`src/hdl/asc_pkg.sv`:
```
// Constants and types of the scan and trigger control block
// Operation
// - The 16-bit result reads as bits 15..8 at offset 1, 7..0 at offset 0.
// - With software trigger on, any write to offset 0 starts a conversion.
// - A write to offset 2 stores a range code at the scan-first entry.
// - Range byte: bit 5 pairing, bit 4 polarity, bits 2..0 gain code.
// - Bipolar gains 0..4 and unipolar gains 0..3 are assigned, others not.
// - Offsets 4 and 5 hold write-only 6-bit scan-first and scan-last.
// - Writing either scan boundary restarts the scan at scan-first.
// - Each trigger advances the channel and wraps from last to first.
// - With last below first the scan runs up to 63, then 0, up to last.
// - Only even channels go differential and both of a pair read alike.
// - A differential pair takes one entry of the scan sequence.
// - Offset 6 holds trigger, interrupt bits; offset 7 bit 7 calibrates.
// - Interrupt source picks every conversion or FIFO half full.
// - A rising edge of the timer output starts a timed conversion.
package asc_pkg;
  localparam int          AW           = 8;
  localparam int          DW           = 32;
  localparam int          NCH          = 64;
  localparam logic [5:0]  IDX_DATA_LO  = 6'h00;
  localparam logic [5:0]  IDX_DATA_HI  = 6'h01;
  localparam logic [5:0]  IDX_RANGE    = 6'h02;
  localparam logic [5:0]  IDX_FIRST    = 6'h04;
  localparam logic [5:0]  IDX_LAST     = 6'h05;
  localparam logic [5:0]  IDX_CTRL_LO  = 6'h06;
  localparam logic [5:0]  IDX_CTRL_HI  = 6'h07;
  localparam logic [5:0]  IDX_IRQ_STS  = 6'h0c;
  localparam logic [5:0]  IDX_IRQ_MSK  = 6'h0d;
  localparam logic [5:0]  IDX_SEQ      = 6'h0e;
  localparam logic [5:0]  RANGE_KEEP   = 6'h37;
  localparam logic [2:0]  GAIN_BIP_MAX = 3'h4;
  localparam logic [2:0]  GAIN_UNI_MAX = 3'h3;
  localparam logic [5:0]  PAIR_STEP    = 6'h02;
  localparam logic [5:0]  CH_STEP      = 6'h01;
  localparam int          CTRL_SW      = 0;
  localparam int          CTRL_PACER   = 1;
  localparam int          CTRL_IEN     = 4;
  localparam int          CTRL_ISRC    = 5;
  localparam int          CTRL_CAL     = 7;
  localparam int          STS_EVT      = 0;
  localparam int          STS_DONE     = 1;

  typedef struct packed {
    logic       diff;
    logic       uni;
    logic       rsv;
    logic [2:0] gain;
  } asc_range_t;

  typedef struct packed {
    logic cal;
    logic isrc;
    logic ien;
    logic pacer;
    logic sw;
  } asc_ctrl_t;

  typedef struct packed {
    logic       start;
    logic [5:0] chan;
    asc_range_t range;
    logic       range_ok;
  } asc_conv_t;

  typedef struct packed {
    asc_range_t [NCH-1:0] rng;
    logic [5:0]           first;
    logic [5:0]           last;
    logic [5:0]           cur;
    asc_ctrl_t            ctrl;
    logic [15:0]          result;
    logic                 tmr_q;
    logic                 half_q;
    logic [1:0]           sts;
    logic [1:0]           msk;
    asc_conv_t            conv;
  } asc_state_t;
endpackage

```
`src/hdl/asc_scan_ctrl.sv`:
```
// Scan sequencer, trigger select and APB register file of the converter
`timescale 1ns/1ps
`default_nettype none
module asc_scan_ctrl (
  input  wire logic              pclk,
  input  wire logic              presetn,
  input  wire logic              psel,
  input  wire logic              penable,
  input  wire logic              pwrite,
  input  wire logic [7:0]        paddr,
  input  wire logic [31:0]       pwdata,
  output logic      [31:0]       prdata,
  output logic                   pready,
  output logic                   pslverr,
  input  wire logic              timer_out,
  input  wire logic              fifo_half,
  input  wire logic              conv_done,
  input  wire logic [15:0]       conv_data,
  output asc_pkg::asc_conv_t     conv,
  output logic                   cal_mode,
  output logic                   irq
);

  ////////////////////////////////////////////////////////////////////////
  function automatic logic [5:0] asc_idx(input logic [7:0] a);
    return a[7:2];
  endfunction

  function automatic logic asc_known(input logic [5:0] i);
    case (i)
      asc_pkg::IDX_DATA_LO, asc_pkg::IDX_DATA_HI, asc_pkg::IDX_RANGE,
      asc_pkg::IDX_FIRST, asc_pkg::IDX_LAST, asc_pkg::IDX_CTRL_LO,
      asc_pkg::IDX_CTRL_HI, asc_pkg::IDX_IRQ_STS, asc_pkg::IDX_IRQ_MSK,
      asc_pkg::IDX_SEQ: return 1'b1;
      default: return 1'b0;
    endcase
  endfunction

  function automatic logic asc_gain_ok(input asc_pkg::asc_range_t r);
    if (r.uni) begin
      return r.gain <= asc_pkg::GAIN_UNI_MAX;
    end
    return r.gain <= asc_pkg::GAIN_BIP_MAX;
  endfunction

  ////////////////////////////////////////////////////////////////////////
  asc_pkg::asc_state_t st;
  asc_pkg::asc_state_t next_st;
  logic [5:0]          idx;
  logic                wr;
  logic                rd;
  logic                trig_sw;
  logic                trig_tm;
  logic                trig;
  logic [5:0]          pair;
  logic                diff;
  logic [5:0]          eff_ch;
  logic                at_end;
  logic [5:0]          adv;
  logic                evt_half;
  logic                evt;
  logic [5:0]          wcode;

  assign idx     = asc_idx(paddr);
  assign wr      = psel & penable & pwrite;
  assign rd      = psel & penable & ~pwrite;
  assign trig_sw = wr && idx == asc_pkg::IDX_DATA_LO && st.ctrl.sw;
  assign trig_tm = st.ctrl.pacer && timer_out && !st.tmr_q;
  assign trig    = trig_sw | trig_tm;
  assign pair    = {st.cur[5:1], 1'b0};
  assign diff    = st.rng[pair].diff;
  assign eff_ch  = diff ? pair : st.cur;
  assign at_end  = (st.cur == st.last) ||
                   (diff && {st.last[5:1], 1'b0} == pair);
  // Six-bit sums roll from 63 to 0 by themselves
  assign adv     = at_end ? st.first :
                   diff ? 6'(pair + asc_pkg::PAIR_STEP) :
                   6'(st.cur + asc_pkg::CH_STEP);
  assign evt_half = fifo_half & ~st.half_q;
  assign evt     = st.ctrl.isrc ? evt_half : conv_done;
  // Odd entries never keep the pairing bit
  assign wcode   = pwdata[5:0] & asc_pkg::RANGE_KEEP &
                   {~st.first[0], 5'h1f};

  ////////////////////////////////////////////////////////////////////////
  always_comb begin
    next_st            = st;
    next_st.tmr_q      = timer_out;
    next_st.half_q     = fifo_half;
    next_st.conv.start = 1'b0;
    if (trig) begin
      next_st.conv.start    = 1'b1;
      next_st.conv.chan     = eff_ch;
      next_st.conv.range    = st.rng[eff_ch];
      next_st.conv.range_ok = asc_gain_ok(st.rng[eff_ch]);
      next_st.cur           = adv;
    end
    if (conv_done) begin
      next_st.result = conv_data;
    end
    if (wr) begin
      case (idx)
        asc_pkg::IDX_RANGE: begin
          next_st.rng[st.first] = wcode;
        end
        asc_pkg::IDX_FIRST: begin
          next_st.first = pwdata[5:0];
          next_st.cur   = pwdata[5:0];
        end
        asc_pkg::IDX_LAST: begin
          next_st.last = pwdata[5:0];
          next_st.cur  = st.first;
        end
        asc_pkg::IDX_CTRL_LO: begin
          next_st.ctrl.sw    = pwdata[asc_pkg::CTRL_SW];
          next_st.ctrl.pacer = pwdata[asc_pkg::CTRL_PACER];
          next_st.ctrl.ien   = pwdata[asc_pkg::CTRL_IEN];
          next_st.ctrl.isrc  = pwdata[asc_pkg::CTRL_ISRC];
        end
        asc_pkg::IDX_CTRL_HI: begin
          next_st.ctrl.cal = pwdata[asc_pkg::CTRL_CAL];
        end
        asc_pkg::IDX_IRQ_STS: begin
          next_st.sts = st.sts & ~pwdata[1:0];
        end
        asc_pkg::IDX_IRQ_MSK: begin
          next_st.msk = pwdata[1:0];
        end
        default: begin
        end
      endcase
    end
    // Set wins over a clear in the same cycle
    next_st.sts[asc_pkg::STS_EVT]  = next_st.sts[asc_pkg::STS_EVT] | evt;
    next_st.sts[asc_pkg::STS_DONE] = next_st.sts[asc_pkg::STS_DONE] |
                                     conv_done;
  end

  always_ff @(posedge pclk or negedge presetn) begin
    if (!presetn) begin
      st <= '0;
    end else begin
      st <= next_st;
    end
  end

  ////////////////////////////////////////////////////////////////////////
  always_comb begin
    prdata = '0;
    if (rd) begin
      case (idx)
        asc_pkg::IDX_DATA_LO: prdata[7:0] = st.result[7:0];
        asc_pkg::IDX_DATA_HI: prdata[7:0] = st.result[15:8];
        asc_pkg::IDX_IRQ_STS: prdata[1:0] = st.sts;
        asc_pkg::IDX_IRQ_MSK: prdata[1:0] = st.msk;
        asc_pkg::IDX_SEQ:     prdata[5:0] = st.cur;
        default:              prdata      = '0;
      endcase
    end
  end

  assign pready  = 1'b1;
  assign pslverr = psel & penable & (~asc_known(idx) |
                   (pwrite & (idx == asc_pkg::IDX_DATA_HI |
                              idx == asc_pkg::IDX_SEQ)));
  assign conv     = st.conv;
  assign cal_mode = st.ctrl.cal;
  assign irq      = st.ctrl.ien & |(st.sts & st.msk);

  // A scan boundary write in the same cycle as a trigger decides the channel
  logic bnd_wr;
  assign bnd_wr = wr && (idx == asc_pkg::IDX_FIRST ||
                         idx == asc_pkg::IDX_LAST);
endmodule // asc_scan_ctrl
`default_nettype wire

```
`config.mk`:
```
export PLATFORM = sky130hd
export DESIGN_NAME = asc_scan_ctrl
export DESIGN_NICKNAME = d
export VERILOG_FILES = /design/src/hdl/asc_pkg.sv /design/src/hdl/asc_scan_ctrl.sv
export SDC_FILE = /design/constraint.sdc
export NUM_CORES = 1
export LEC_CHECK = 0
export BUFFER_PORTS_ARGS = -buffer_cell sky130_fd_sc_hd__buf_2
export CORE_MARGIN = 3
export CORE_UTILIZATION = 35
export CTS_CLUSTER_DIAMETER = 150
export CTS_CLUSTER_SIZE = 30
export DETAILED_ROUTE_END_ITERATION = 16
export HOLD_SLACK_MARGIN = 0.02
export PLACE_DENSITY_LB_ADDON = 0.2
export SLEW_MARGIN = 10
export SYNTH_ARGS = -nofsm -noshare
export SYNTH_HDL_FRONTEND = slang
export SYNTH_SLANG_ARGS = --single-unit
```
`constraint.sdc`:
```
create_clock -name pclk -period 8.2 [get_ports pclk]
set_clock_uncertainty 0.1 [all_clocks]
set_input_delay 1.23 -clock pclk [delete_from_list [all_inputs] [get_ports pclk]]
set_output_delay 1.23 -clock pclk [all_outputs]
set_load 0.02 [all_outputs]
```
==> run metrics <==
Root Driver sky130_fd_sc_hd__clkbuf_16; element type at the critical path end register; worst-case hold path end point conv[8]$_DFFE_PN0N_; number of core rows 82; global router's overall resource usage 0.178; crit share post-route 0.613; Resized cells post-CTS 0; worst path required time 8.56 ns; worst slack on hold paths 0.385 ns; endpoints failing setup 0; number of filler instances in the final layout 4867; Antenna diodes 0; Post-Synthesis Cell Area 18100 µm²; first-pass GRT wire length 73.3 mm; area of the multi-input gates 8040 µm²; total number of clock tree sinks 378; ranking of synthesized cells by area sky130_fd_sc_hd__dfrtp_1 52%, sky130_fd_sc_hd__mux2_2 19%, sky130_fd_sc_hd__mux4_2 7.2%; count of endpoints failing hold in the final timing report 0; Async SR Flop Fraction 1.00; cell taking the most area after synthesis sky130_fd_sc_hd__dfrtp_1; count of yosys warnings during synthesis 0; horizontal die dimension 234 µm; vias after detailed routing 11051; die outline area 54500 µm²; sequential cell area 9460 µm²; Net count, final 1450; leading register cell type out of synthesis sky130_fd_sc_hd__dfrtp_1; switching share of power 0.294; Crit Reg-Reg Endpoint conv[0]$_DFFE_PN0N_; placeable core region 50700 µm²; average wire per standard cell 23.3 µm; slack of the worst reg-to-reg path 3.18 ns; Power per Cell Area 182 nW/µm²; Relative slew margins 0.281; Post-CTS Setup Repair Bufs 0; relative contribution of sequential cells to total power 0.551; leading cell types in the layout, fill and taps excluded 377 x sky130_fd_sc_hd__dfrtp_1, 302 x sky130_fd_sc_hd__mux2_2, 114 x sky130_fd_sc_hd__nand2_1; Worst Hold Launch conv[8]$_DFFE_PN0N_; most common cell after layout, fill and taps aside sky130_fd_sc_hd__dfrtp_1; Port Buffers 60; number of vias per cell after detailed routing 5.37; mean instance size in the synthesized netlist 13.2 µm²; standard cell area after detailed placement 18900 µm²; Crit Path Class reg2reg; Layout Cell Area excl Fill 19300 µm²; depth of the worst hold-timing path 2; area share of the largest cell type after synthesis 0.522; CTS Hold Buffers Added 0; number of DRC markers after the initial detailed-route iteration 875; total wire length 48.0 mm; total CTS buffers 16; cell count of the worst reg-to-reg path 12; clock-pin transition on the worst setup and hold timing paths 0.12 ns; number of nets still failing antenna checks after routing 0; max-cap violation count 0; post-layout minimum cycle time 5.02 ns; switching component of the power 1.04 mW; post-synthesis sequential area ratio 0.522; TNS Setup 0 ns; DR DRC count 0; number of top-level pins 114; clock latency on the worst-skew pair 0.55 ns; buffer depth of the longest clock path 3; static leakage 9.15 nW; Hold/Removal Path Class reg2reg; number of distinct library cells after synthesis 65; area overhead of the layout relative to synthesis 6.66%; ratio of cells with drive above 1 in the final layout 0.347; die height 234 µm; number of antenna violations at the first check in global routing 0; maximum clock frequency 0.199 GHz; startpoint of the worst register-to-register path pair[1]$_DFF_PN0_; total iterations of the first detailed-routing run 5; H-tree depth 1; Clk pwr share 0.276; number of global-route vias before repair 11389; top fanout value on the critical path 37; arrival time reported for the critical path endpoint 5.39 ns; Max Transition Viols Final 0; post-synthesis cell count 1376; number of storage elements in the synthesis netlist 378; largest net degree at the start of global routing 117; internal power 2.49 mW; number of enable flip-flop cells after synthesis 0; outcome completed; maximum resistive drop on vdd 0.171 mV; Least-Margin Pin Slew 1.07 ns; Startpoint Class register; initial core utilization 0.357; clock tree from TritonCTS built; overflow left after global routing 0; Comb pwr share 0.173; setup repair after global routing missed its margin no; placed wire-length estimate 30.8 mm; Final GP Congestion 0.803
[worst max-delay path: stages (launching register included)]
cell                       delay (ns)
sky130_fd_sc_hd__dfrtp_4         0.71
sky130_fd_sc_hd__buf_4           0.55
sky130_fd_sc_hd__mux4_2          0.58
sky130_fd_sc_hd__mux2i_1         0.19
sky130_fd_sc_hd__o211ai_2        0.20
sky130_fd_sc_hd__a21boi_4        0.20
sky130_fd_sc_hd__buf_4           0.56
sky130_fd_sc_hd__mux4_1          0.77
sky130_fd_sc_hd__a22oi_1         0.21
sky130_fd_sc_hd__and3_1          0.17
sky130_fd_sc_hd__nor4_1          0.06
sky130_fd_sc_hd__a211o_1         0.36
sky130_fd_sc_hd__o311ai_2        0.26
[worst max-delay path by stage]
stage                            startpoint             endpoint  slack [ns]  depth (start not counted)
final                     pair[1]$_DFF_PN0_  conv[0]$_DFFE_PN0N_        3.18                         12
after global routing      pair[1]$_DFF_PN0_  conv[0]$_DFFE_PN0N_        2.89                         12
after CTS                 pair[1]$_DFF_PN0_  conv[0]$_DFFE_PN0N_        3.13                         12
after detailed placement  pair[1]$_DFF_PN0_  conv[0]$_DFFE_PN0N_        3.13                         12
after global placement    pair[1]$_DFF_PN0_  conv[0]$_DFFE_PN0N_        3.11                         12
after floorplan                    paddr[2]            prdata[6]        4.25                          5
[per-layer routing]
layer	up-vias	global-route usage	wire, µm
met3	61	0.0241	2440
met5	-	0	0
met4	0	0.0530	1400
li1	4934	-	-
met2	261	0.281	22000
met1	5795	0.256	22200
[flip-flops by register name, indices dropped and copies added (netlist names)]
name      count
st          359
cal_mode      1
pair          5
conv         13
[synth_stat cells, drive strengths merged, types with 5 or more instances]
cell and n:
clkbuf 58, nor3 11, o22ai 5, nor3b 5, a22oi 16, buf 62
nand3b 5, mux2i 29, o21ai 58, nor2 79, and3 7, a21oi 20
a222oi 6, inv 8, dfrtp 378, and2 11, nor2b 34, mux2 302
or2 5, xnor2 5, nand3 15, nand2 114, mux4 75, a31oi 8
nor4 6
[cells by family after synthesis]
kind of cell,Yosys count,synth area share
compound gates,144,0.0524
mux,406,0.301
other cells,2,0.000415
fa+ha+maj,3,0.00193
xor+xnor,8,0.00387
flops,378,0.522
buf+inv,128,0.0398
simple gates,307,0.0790
[layout make-up]
type / instances / area share
inverter: 8 / 0.00155
multi-input combinational: 894 / 0.416
clock inverter: 1 / 0.000842
sequential: 378 / 0.490
timing repair buffer: 86 / 0.0262
tap: 672 / 0.0435
clock buffer: 18 / 0.0222
[power groups by stage]
| stage | clock network, mW | logic, mW | registers, mW |
|---|---|---|---|
| 5_1_grt | 1.08 | 0.661 | 1.95 |
| 3_5_place_dp | 0 | 0.621 | 1.98 |
| 2_1_floorplan | 0 | 0.487 | 1.94 |
| 6_report | 0.973 | 0.610 | 1.94 |
| 3_3_place_gp | 0 | 0.618 | 1.98 |
| 4_1_cts | 1.02 | 0.621 | 1.94 |
[through the flow]
step / util / total power, mW / setup slack, ns / std cells
after global routing: 0.381 / 3.68 / 2.89 / 2057
after CTS: 0.381 / 3.58 / 3.13 / 2057
after detailed placement: 0.372 / 2.60 / 3.13 / 2038
after floorplan: - / 2.43 / 4.25 / 1400
final: 0.381 / 3.52 / 3.18 / 2057
after global placement: 0.372 / 2.59 / 3.11 / 2038
No activity file was read; power rests on OpenSTA's default activity.
